`src/ucs_pkg.sv`:
```
// constants and types shared by the serial control and status flag block
package ucs_pkg;
  // register port layout
  localparam int ADDR_W = 2;
  localparam logic [ADDR_W-1:0] ADDR_CTRL_ONE = 2'h0;
  localparam logic [ADDR_W-1:0] ADDR_CTRL_TWO = 2'h1;
  localparam logic [ADDR_W-1:0] ADDR_STATUS_ONE = 2'h2;
  localparam logic [ADDR_W-1:0] ADDR_DATA = 2'h3;
  // control one fields
  localparam int C1_WAKE = 1;
  localparam int C1_MLONG = 0;
  // control two fields
  localparam int C2_TIE = 7;
  localparam int C2_TCIE = 6;
  localparam int C2_RIE = 5;
  localparam int C2_ILIE = 4;
  localparam int C2_TE = 3;
  localparam int C2_RE = 2;
  localparam int C2_RWU = 1;
  localparam int C2_SBK = 0;
  // status one fields
  localparam int S1_TX_BUFFER_EMPTY_FLAG = 7;
  localparam int S1_TC = 6;
  localparam int S1_RX_BUFFER_FULL_FLAG = 5;
  // character time in bit times
  localparam logic [3:0] CHAR_BITS_SHORT = 4'ha;
  localparam logic [3:0] CHAR_BITS_LONG = 4'hb;
  // bit-rate divider default, in clock cycles per bit
  localparam int BIT_DIV_DEFAULT = 16;
  // reset and shifter load values
  localparam logic [7:0] DATA_RESET = 8'h00;
  localparam logic [10:0] SHIFT_IDLE = 11'h7ff;
  localparam logic [10:0] SHIFT_BREAK = 11'h000;

  typedef enum logic [1:0] {
    TX_IDLE = 2'b00,
    TX_DATA = 2'b01,
    TX_BREAK = 2'b10,
    TX_PREAMBLE = 2'b11
  } ucs_tx_kind_t;
endpackage

```
`src/ucs_bit_tick.sv`:
```
// bit-rate divider giving a one-cycle enable pulse per bit time
module ucs_bit_tick #(
  parameter int DIV = 16
) (
  input wire logic i_mclk,
  input wire logic i_rst_n,
  output logic o_tick
);
  localparam int CW = (DIV > 1) ? $clog2(DIV) : 1;
  localparam logic [CW-1:0] LAST = CW'(DIV - 1);

  typedef struct packed {
    logic [CW-1:0] cnt;
    logic tick;
  } ucs_tick_state_t;

  ucs_tick_state_t s;
  ucs_tick_state_t next_s;

  // count down one bit time, pulse at wrap
  always_comb begin
    next_s = s;
    next_s.tick = (s.cnt == '0);
    next_s.cnt = (s.cnt == '0) ? LAST : s.cnt - 1'b1;
  end

  // state register
  always_ff @(posedge i_mclk or negedge i_rst_n) begin
    if (!i_rst_n) begin
      s <= '0;
    end else begin
      s <= next_s;
    end
  end

  assign o_tick = s.tick;
endmodule // ucs_bit_tick

```
`src/ucs_flags.sv`:
```
// serial control and status flags with small frame engines
//
// Chosen here: the address map and strobed register access.
module ucs_flags
  import ucs_pkg::*;
#(
  parameter int BIT_DIV = BIT_DIV_DEFAULT
) (
  input wire logic i_mclk,
  input wire logic i_resetn,
  input wire logic [ADDR_W-1:0] i_addr,
  input wire logic [7:0] i_wdata,
  input wire logic i_wr,
  input wire logic i_rd,
  input wire logic i_rxd,
  output logic [7:0] o_rdata,
  output logic o_txd,
  output logic o_txd_oe,
  output logic o_rx_owned,
  output logic o_irq
);
  typedef struct packed {
    logic wake;
    logic mlong;
    logic tx_empty_irq_en;
    logic tcie;
    logic rx_full_irq_en;
    logic ilie;
    logic te;
    logic re;
    logic rx_standby_request;
    logic break_queue;
    logic tx_buffer_empty_flag;
    logic tc;
    logic rx_buffer_full_flag;
    logic arm_tx_buffer_empty_flag;
    logic arm_tc;
    logic arm_rx_buffer_full_flag;
    logic brk_pending;
    logic idle_pending;
    logic [7:0] tx_buf;
    logic [7:0] rx_buf;
    logic [7:0] rdata;
    ucs_tx_kind_t tx_kind;
    logic [10:0] tx_shift;
    logic [3:0] tx_cnt;
    logic txd;
    logic txd_oe;
    logic rx_busy;
    logic [9:0] rx_shift;
    logic [3:0] rx_cnt;
    logic [3:0] rx_idle;
    logic rx_owned;
    logic irq;
  } ucs_state_t;

  ucs_state_t s;
  ucs_state_t next_s;
  logic rst_meta;
  logic rst_n;
  logic tick;
  logic wr_c1, wr_c2, wr_stat, wr_data, rd_stat, rd_data;
  logic te_rise, sbk_write, tx_buffer_empty_flag_set, tx_buffer_empty_flag_clr, tc_clr, rx_buffer_full_flag_set, rx_buffer_full_flag_clr;
  logic [3:0] char_len;
  logic [9:0] rx_word;
  logic tc_set;

  // reset release through two flip-flops
  always_ff @(posedge i_mclk or negedge i_resetn) begin
    if (!i_resetn) begin
      rst_meta <= 1'b0;
      rst_n <= 1'b0;
    end else begin
      rst_meta <= 1'b1;
      rst_n <= rst_meta;
    end
  end

  // one bit time enable shared by both engines
  ucs_bit_tick #(.DIV(BIT_DIV)) u_tick (
    .i_mclk(i_mclk),
    .i_rst_n(rst_n),
    .o_tick(tick)
  );

  // access decode
  assign wr_c1 = i_wr && (i_addr == ADDR_CTRL_ONE);
  assign wr_c2 = i_wr && (i_addr == ADDR_CTRL_TWO);
  assign wr_stat = i_wr && (i_addr == ADDR_STATUS_ONE);
  assign wr_data = i_wr && (i_addr == ADDR_DATA);
  assign rd_stat = i_rd && (i_addr == ADDR_STATUS_ONE);
  assign rd_data = i_rd && (i_addr == ADDR_DATA);
  assign char_len = s.mlong ? CHAR_BITS_LONG : CHAR_BITS_SHORT;
  assign te_rise = wr_c2 && i_wdata[C2_TE] && !s.te;
  assign sbk_write = wr_c2 && i_wdata[C2_SBK];
  assign rx_word = {i_rxd, s.rx_shift[9:1]};

  // next-state logic
  always_comb begin
    next_s = s;
    tx_buffer_empty_flag_set = 1'b0;
    rx_buffer_full_flag_set = 1'b0;
    // only armed flags clear on the following access
    tx_buffer_empty_flag_clr = wr_data && s.arm_tx_buffer_empty_flag;
    tc_clr = s.arm_tc && (wr_data || te_rise || sbk_write);
    rx_buffer_full_flag_clr = rd_data && s.arm_rx_buffer_full_flag;
    // register writes; status one ignores writes
    if (wr_c1) begin
      next_s.wake = i_wdata[C1_WAKE];
      next_s.mlong = i_wdata[C1_MLONG];
    end
    if (wr_c2) begin
      next_s.tx_empty_irq_en = i_wdata[C2_TIE];
      next_s.tcie = i_wdata[C2_TCIE];
      next_s.rx_full_irq_en = i_wdata[C2_RIE];
      next_s.ilie = i_wdata[C2_ILIE];
      next_s.te = i_wdata[C2_TE];
      next_s.re = i_wdata[C2_RE];
      next_s.rx_standby_request = i_wdata[C2_RWU];
      next_s.break_queue = i_wdata[C2_SBK];
    end
    if (wr_data) begin
      next_s.tx_buf = i_wdata;
    end
    // arming on status read, disarming on use
    if (rd_stat) begin
      next_s.arm_tx_buffer_empty_flag = s.tx_buffer_empty_flag;
      next_s.arm_tc = s.tc;
      next_s.arm_rx_buffer_full_flag = s.rx_buffer_full_flag;
    end
    if (tx_buffer_empty_flag_clr) next_s.arm_tx_buffer_empty_flag = 1'b0;
    if (tc_clr) next_s.arm_tc = 1'b0;
    if (rx_buffer_full_flag_clr) next_s.arm_rx_buffer_full_flag = 1'b0;

    // transmitter: finish current frame, else pick next job
    if (tick) begin
      if ((s.tx_kind != TX_IDLE) && (s.tx_cnt != 4'h0)) begin
        next_s.txd = s.tx_shift[0];
        next_s.tx_shift = {1'b1, s.tx_shift[10:1]};
        next_s.tx_cnt = s.tx_cnt - 4'h1;
      end else begin
        next_s.tx_kind = TX_IDLE;
        next_s.txd = 1'b1;
        next_s.tx_cnt = char_len;
        if (s.te && s.idle_pending) begin
          next_s.tx_kind = TX_PREAMBLE;
          next_s.tx_shift = SHIFT_IDLE;
          next_s.idle_pending = 1'b0;
        end else if (s.te && (s.brk_pending || s.break_queue)) begin
          next_s.tx_kind = TX_BREAK;
          next_s.tx_shift = SHIFT_BREAK;
          next_s.brk_pending = 1'b0;
        end else if (s.te && !s.tx_buffer_empty_flag) begin
          next_s.tx_kind = TX_DATA;
          next_s.tx_shift = {2'b11, s.tx_buf, 1'b0};
          tx_buffer_empty_flag_set = 1'b1;
        end else begin
          next_s.tx_cnt = 4'h0;
        end
      end
    end
    // new requests after the engine so a same-cycle start never eats them
    if (te_rise) next_s.idle_pending = 1'b1;
    if (sbk_write && !s.break_queue) next_s.brk_pending = 1'b1;

    // receiver: runs only while it owns the pin
    if (!s.re) begin
      next_s.rx_busy = 1'b0;
      next_s.rx_idle = 4'h0;
    end else if (tick) begin
      if (!s.rx_busy) begin
        if (!i_rxd) begin
          next_s.rx_busy = 1'b1;
          next_s.rx_cnt = char_len - 4'h1;
          next_s.rx_idle = 4'h0;
        end else if (s.rx_idle != char_len) begin
          next_s.rx_idle = s.rx_idle + 4'h1;
          // idle-line wakeup after a full character of ones
          if ((s.rx_idle == char_len - 4'h1) && s.rx_standby_request && !s.wake) begin
            next_s.rx_standby_request = 1'b0;
          end
        end
      end else begin
        next_s.rx_shift = rx_word;
        next_s.rx_cnt = s.rx_cnt - 4'h1;
        if (s.rx_cnt == 4'h1) begin
          next_s.rx_busy = 1'b0;
          if (!s.rx_standby_request || (s.wake && rx_word[8])) begin
            next_s.rx_standby_request = 1'b0;
            next_s.rx_buf = s.mlong ? rx_word[7:0] : rx_word[8:1];
            rx_buffer_full_flag_set = 1'b1;
          end
        end
      end
    end

    // flags: a set in the clearing cycle wins
    next_s.tx_buffer_empty_flag = tx_buffer_empty_flag_set || (s.tx_buffer_empty_flag && !tx_buffer_empty_flag_clr);
    next_s.rx_buffer_full_flag = rx_buffer_full_flag_set || (s.rx_buffer_full_flag && !rx_buffer_full_flag_clr);
    tc_set = next_s.tx_buffer_empty_flag && (next_s.tx_kind == TX_IDLE) &&
             !next_s.brk_pending && !next_s.idle_pending && !next_s.break_queue;
    next_s.tc = tc_set || (s.tc && !tc_clr);

    // pin ownership and interrupt request
    next_s.txd_oe = next_s.te || (next_s.tx_kind != TX_IDLE);
    next_s.rx_owned = next_s.re;
    next_s.irq = (next_s.tx_empty_irq_en && next_s.tx_buffer_empty_flag) ||
                 (next_s.tcie && next_s.tc) ||
                 (next_s.rx_full_irq_en && next_s.rx_buffer_full_flag);

    // read data stands the cycle after the strobe
    next_s.rdata = 8'h00;
    if (i_rd) begin
      unique case (i_addr)
        ADDR_CTRL_ONE: begin
          next_s.rdata[C1_WAKE] = s.wake;
          next_s.rdata[C1_MLONG] = s.mlong;
        end
        ADDR_CTRL_TWO: begin
          next_s.rdata = {s.tx_empty_irq_en, s.tcie, s.rx_full_irq_en, s.ilie,
                          s.te, s.re, s.rx_standby_request, s.break_queue};
        end
        ADDR_STATUS_ONE: begin
          next_s.rdata[S1_TX_BUFFER_EMPTY_FLAG] = s.tx_buffer_empty_flag;
          next_s.rdata[S1_TC] = s.tc;
          next_s.rdata[S1_RX_BUFFER_FULL_FLAG] = s.rx_buffer_full_flag;
        end
        ADDR_DATA: begin
          next_s.rdata = s.rx_buf;
        end
      endcase
    end
  end

  // state register
  always_ff @(posedge i_mclk or negedge rst_n) begin
    if (!rst_n) begin
      s <= '0;
      s.tx_buffer_empty_flag <= 1'b1;
      s.tc <= 1'b1;
      s.tx_buf <= DATA_RESET;
      s.tx_shift <= SHIFT_IDLE;
      s.tx_kind <= TX_IDLE;
      s.txd <= 1'b1;
    end else begin
      s <= next_s;
    end
  end

  assign o_rdata = s.rdata;
  assign o_txd = s.txd;
  assign o_txd_oe = s.txd_oe;
  assign o_rx_owned = s.rx_owned;
  assign o_irq = s.irq;
endmodule // ucs_flags

```
`config.mk`:
```
export PLATFORM = sky130hd
export DESIGN_NAME = ucs_flags
export DESIGN_NICKNAME = d
export VERILOG_FILES = /design/src/ucs_pkg.sv /design/src/ucs_bit_tick.sv /design/src/ucs_flags.sv
export SDC_FILE = /design/constraint.sdc
export NUM_CORES = 1
export LEC_CHECK = 0
export BUFFER_PORTS_ARGS = -buffer_cell sky130_fd_sc_hd__buf_2
export CAP_MARGIN = 10
export CORE_ASPECT_RATIO = 0.75
export CORE_UTILIZATION = 65
export CTS_CLUSTER_DIAMETER = 50
export CTS_CLUSTER_SIZE = 12
export DETAILED_ROUTE_END_ITERATION = 7
export GPL_TIMING_DRIVEN = 0
export PLACE_DENSITY = 0.95
export SLEW_MARGIN = 40
export SYNTH_ARGS = -nofsm -noshare
export SYNTH_HDL_FRONTEND = slang
export SYNTH_SLANG_ARGS = --single-unit
```
`constraint.sdc`:
```
create_clock -name i_mclk -period 5.3 [get_ports i_mclk]
set_input_delay 1.06 -clock i_mclk [delete_from_list [all_inputs] [get_ports i_mclk]]
set_output_delay 1.06 -clock i_mclk [all_outputs]
set_load 0.02 [all_outputs]
```
# Yosys cells after proc, flatten, opt, wreduce, memory -nomap -nowiden
# Index checks and enable logic that the tools add are counted.
# Widths: inputs -> output; s select.
[word_totals]
register_bits = 88
wordCells = 173
[classes]
addsub = 5
reduce_logical = 65
n_mux = 58
n_eq_ne = 10
[op_table]
columns = ["cell", "count"]
rows = [
  ["$mux 4", 10],
  ["$mux 1", 31],
  ["$logic_and 1x1->1", 29],
  ["$mux 13", 2],
  ["$mux 8", 3],
  ["$mux 19", 1],
  ["$mux 18", 1],
  ["$mux 16", 1],
  ["$sub 4x1->4 const B", 4],
  ["$mux 12", 1],
  ["$logic_not 1->1", 11],
  ["$logic_or 1x1->1", 10],
  ["$mux 10", 1],
  ["$reduce_bool 2->1", 5],
  ["$pmux 3 s3", 1],
  ["$reduce_and 3->1", 3],
  ["$reduce_bool 4->1", 2],
  ["$mux 2", 3],
  ["$pmux 2 s3", 1],
  ["$pmux 3 s2", 1],
  ["$reduce_and 5->1", 1],
  ["$add 4x1->4 const B", 1],
  ["$eq 2x2->1 const B", 2],
  ["$eq 4x1->1 const B", 1],
  ["other kinds (10)", 12],
]

# Longest topological paths before layout
[logic_depth]
ltp_word = 16
mapped_depth = 7
depth_no_buf = 7

# By module
# A second synthesis with hierarchy kept.
[hier_totals]
cells_unflattened = 385
hier_area_um2 = 4136.5
[by_module_without_submodules]
columns = ["mod", "cells_per_inst", "area_per_inst_um2", "instances", "seq_area_each_um2"]
rows = [
  ["ucs_flags", 370, 3935.0, 1, 2069.5],
  ["ucs_bit_tick", 15, 201.4, 1, 125.1],
]

# Worst setup path after synthesis
# No wires, ideal clock.
[synth_timing]
kind = "input -> register"
startpoint = "in i_addr[1]"
endpoint = "reg s, in the netlist o_irq"
setup_ps = 126
t_arrival_ps = 2272
stages = 7
setup_slack_ps = 2901
path_cell_list = "buf_6 > nand3b_1 > buf_6 > mux2_4 > nor2_1 > a41o_1 > a221o_1"
[synth_lines]
columns = ["element", "line", "source"]
rows = [
  ["from (decl)", "ucs_flags.sv:11", "input wire logic [ADDR_W-1:0] i_addr,"],
  ["to (signal assigned)", "ucs_flags.sv:246", "s <= next_s;"],
  ["to (decl)", "ucs_flags.sv:57", "ucs_state_t s;"],
]

==> results by stage <==
Detailed routing:
- Wire segments on met2 add up to 4.60 mm in the final route.
- The number of DRC violations after detailed-routing iteration 0 is 247.
- The highest metal layer with signal wires is met4.
- The met3 routed wirelength is approximately 550 um.
- Before antenna repair, the detailed router went through 5 iterations.
- The number of DRC violations after detailed routing is 0.
- The total via count in the routed design is approximately 3200.
- After detailed routing, the wire length on met1 is between 3 and 4 mm.
- For this block, the routed nets add up to just over 9 mm of wire.
- The routed length per placed instance is 17.7 um.
- The number of antenna-violating nets in the routed design is 0.
- After detailed routing, the number of vias per cell comes to roughly 6.1.

Cells and area:
- Summing all multi-input logic gate instances after layout gives 1730 sq um.
- Of the cells placed in the final design, the portion with a size suffix greater than 1 is 0.233.
- Relative to the synthesized area, the layout overhead comes to 11.0%.
- The finished layout holds 516 standard cells, fillers aside.
- The sequential cells in the finished layout cover a total of roughly 2200 sq um.
- The layout has between 300 and 400 filler cells.
- The number of antenna diodes is 0.
- The final layout net count is 455.
- The summed area of non-filler cells in the final layout is between 4000 and 5000 sq um.

Worst hold path:
- The path class of the tightest hold or removal check is reg -> async.

Timing:
- The number of endpoints with negative hold slack in the final report is 0.
- Based on the critical path, the design can be clocked at up to about 0.43 GHz.
- The final number of max-transition violations is 0.
- Setup violations remaining at the end of the flow were counted as 0.
- The sum of negative setup slack is 0 ns.
- The worst path needs between 2 and 2.5 ns of the cycle, external delays included.
- The worst hold slack is 0.177 ns.
- Dividing the final minimum period by the clock period gives 0.434.
- The worst slew margin relative to its limit is 0.600.
- Setup repair after global routing left no endpoint under its margin.
- The final worst clock skew is around 0.010 ns.
- The final critical-path setup slack is about 3 ns.
- At the pin with the least slew margin, the transition time is between 0.5 and 0.6 ns.

Floorplanning:
- The number of placed I/O pins is 27.
- The initial standard-cell utilization of the core is 0.692.
- The die is 94.1 um wide.
- The die extent in y is 71.1 um.
- The total core area is ~6000 sq um.
- After floorplanning, the core was divided into 24 placement rows.
- The die covers about 6700 sq um.

Worst setup path:
- The worst register-to-register path has a depth of 5.
- The critical path launch point type is an input pin.
- The setup path with the least slack is of type in -> reg.
- The critical path contains buffers and inverters numbering 2 combined.
- The top fanout value on the critical path is 10.
- The cell with the largest stage delay on the worst path is sky130_fd_sc_hd__a221o_1.
- For the worst setup path, the data required time is roughly 5.5 ns.
- The arrival time of data at the critical path endpoint is 2.53 ns.
- The cell family contributing the most delay on the critical path is compound AO/OA/AOI/OAI gates.
- The number of stages on the worst setup path is 7.
- For this run, the slowest stage of the critical path takes roughly 0.37 ns.
- Walking the worst path, the cells encountered are buf_2 -> buf_4 -> nand3_4 -> o21ai_0 -> o31ai_2 -> a41o_1 -> a221o_1.
- STA classifies the critical path endpoint as a flop.

Power:
- For this design the static power due to leakage is ~2.1 nW.
- The power density over the cells is 303 nW/um^2.
- The worst supply voltage drop on vdd is ~0.2 mV.

Synthesis:
- Ranked by total cell area, the synthesized netlist is headed by sky130_fd_sc_hd__dfrtp_1, sky130_fd_sc_hd__dfstp_2, sky130_fd_sc_hd__mux2_2.
- The cell count after synthesis is ~400.
- The top-area cell type share of the netlist area is 0.442.
- The most frequent cell after synthesis is sky130_fd_sc_hd__dfrtp_1.
- In this run the mean area of a mapped cell was 10.4 sq um.
- The distinct cell type count after synthesis is around 50.
- After synthesis, the share of flip-flops with an asynchronous set or reset is 1.00.
- Of the synthesized area, sequential elements account for 0.531.
- By count the netlist is led by sky130_fd_sc_hd__dfrtp_1, sky130_fd_sc_hd__nor2_1, sky130_fd_sc_hd__a21oi_1, sky130_fd_sc_hd__nand2_1, sky130_fd_sc_hd__o21ai_0.
- Counting flops with a built-in enable in the synthesized netlist gives 0.
- The summed instance area of the synthesized netlist is ~4100 sq um.
- The warning count from the yosys run is 0.
- In the synthesized netlist the dominant register cell turns out to be sky130_fd_sc_hd__dfrtp_1.
- The number of nets in the synthesized netlist is 418.
- The post-synthesis register bit count is 87.
- The cell type with the largest total area after synthesis is sky130_fd_sc_hd__dfrtp_1.

Global route:
- The global-route wire length before repair is ~15 mm.
- The pin count of the biggest net entering global routing is 39.
- The initial antenna violation count is 0.
- The all-layer global routing usage is 0.302.
- The number of global-route vias before repair is 3169.
- After global routing the overflow that remains totals 0.

Placed design:
- The number of cells after detailed placement is 500.
- The placed instances occupy a cell area of 4390 sq um.
- The pre-CTS setup slack is between 2 and 3 ns.
- Detailed placement finished with a half-perimeter wire length of approximately 6.6 mm.
- The weighted congestion reported at the end of routability-driven placement is a little over 0.8.
- During placement, the flow inserted port buffers numbering 24.

Clocking:
- The insertion delay of the later-clocked pin in the worst-skew pair is roughly 0.35 ns.
- The maximum level of the CTS H-tree is 3.
- The TritonCTS clock tree is built.
- In this run the clock root is driven by a sky130_fd_sc_hd__clkbuf_8.
- Buffers inserted during clock tree synthesis total 9.
- Clock-pin slew was measured on the worst setup and hold paths at about 0.08 ns.
- The number of setup buffers added after CTS is 0.
- After clock tree synthesis, the repair step resized 0 gates.
- The number of buffers added to fix hold violations after cts is 0.
- The clock passes through at most 2 buffers.
- The clock sink total is slightly below 90.

Status:
- The flow ran to the end, and the final reports show no timing, DRC or antenna violations.

Run:
- The tool flagged a number of max-cap violations equal to 0.
## cell families (layout without fill, tap and decap cells)
| family | Yosys count | in the layout | share of synthesized area |
|---|---|---|---|
| other | 1 | 1 | 0.000907 |
| flip-flops | 87 | 87 | 0.531 |
| XOR/XNOR | 2 | 2 | 0.00424 |
| AO/OA/AOI/OAI | 98 | 98 | 0.141 |
| adder cells (fa/ha/maj) | 7 | 7 | 0.0212 |
| multiplexers | 44 | 44 | 0.115 |
| buffers and inverters | 43 | 85 | 0.0527 |
| AND/OR/NAND/NOR | 114 | 114 | 0.134 |
## routing by layer
metal | up-vias | track usage
met5 | - | 0
met4 | 0 | 0.0974
met3 | 14 | 0.0688
met2 | 140 | 0.499
met1 | 1552 | 0.399
li1 | 1446 | -
## state kept, by name, summed over array words and instances, names as in the netlist
| signal | count |
|---|---|
| rst_meta | 1 |
| rst_n | 1 |
| o_txd_oe | 1 |
| o_txd | 1 |
| s | 59 |
| o_irq | 1 |
| u_tick.s | 4 |
| u_tick.o_tick | 1 |
| o_rdata | 8 |
| rx_word | 9 |
| o_rx_owned | 1 |
## layout by cell type, fill, tap and decap left out, types with 9 or more instances in the layout
cell / n
sky130_fd_sc_hd__dfrtp_1: 72
sky130_fd_sc_hd__nor2_1: 38
sky130_fd_sc_hd__a21oi_1: 37
sky130_fd_sc_hd__nand2_1: 35
sky130_fd_sc_hd__buf_2: 30
sky130_fd_sc_hd__o21ai_0: 29
sky130_fd_sc_hd__mux2_2: 25
sky130_fd_sc_hd__mux2i_1: 18
sky130_fd_sc_hd__inv_1: 16
sky130_fd_sc_hd__dfstp_2: 14
sky130_fd_sc_hd__nor2b_1: 11
sky130_fd_sc_hd__clkbuf_1: 11
sky130_fd_sc_hd__buf_4: 9
sky130_fd_sc_hd__nand3_1: 9
sky130_fd_sc_hd__clkbuf_8: 9
## area by class of cell
cell class | count | area share
Tap cell | 78 | 0.0213
Sequential cell | 87 | 0.479
Clock buffer | 12 | 0.0295
Clock inverter | 4 | 0.0104
Multi-Input combinational cell | 266 | 0.377
Inverter | 16 | 0.0131
Buffer | 27 | 0.0344
Timing Repair Buffer | 26 | 0.0349
## worst register-to-register path: stages, from the launching register on
cell	delay [ns]
sky130_fd_sc_hd__dfstp_2	0.62
sky130_fd_sc_hd__nor4b_1	0.40
sky130_fd_sc_hd__nor2b_1	0.18
sky130_fd_sc_hd__o21ai_0	0.21
sky130_fd_sc_hd__buf_2	0.24
sky130_fd_sc_hd__mux2_2	0.35
## worst paths after layout
path	start	endpoint	slack [ns]
min in group i_mclk	rst_meta	rst_n	0.36
min reg2reg	rst_n	s[4]	0.18
max in group asynchronous	rst_n	s[36]	4.35
max	i_addr[0]	o_irq	3.00
max reg2reg	s[71]	s[37]	3.22
min	rst_n	s[4]	0.18
## per-stage QoR
step	total power, W	util
finish	0.00139	0.767
global route	0.00144	0.767
CTS	0.00139	0.766
detailed placement	0.000952	0.735
global placement	0.000934	0.728
floorplan	0.000887	-
## where the power goes
part           switching [W]  internal, W
clock               0.000224     0.000217
combinational       0.000107    0.0000830
sequential         0.0000458     0.000711
No activity file was read; power rests on OpenSTA's default activity.
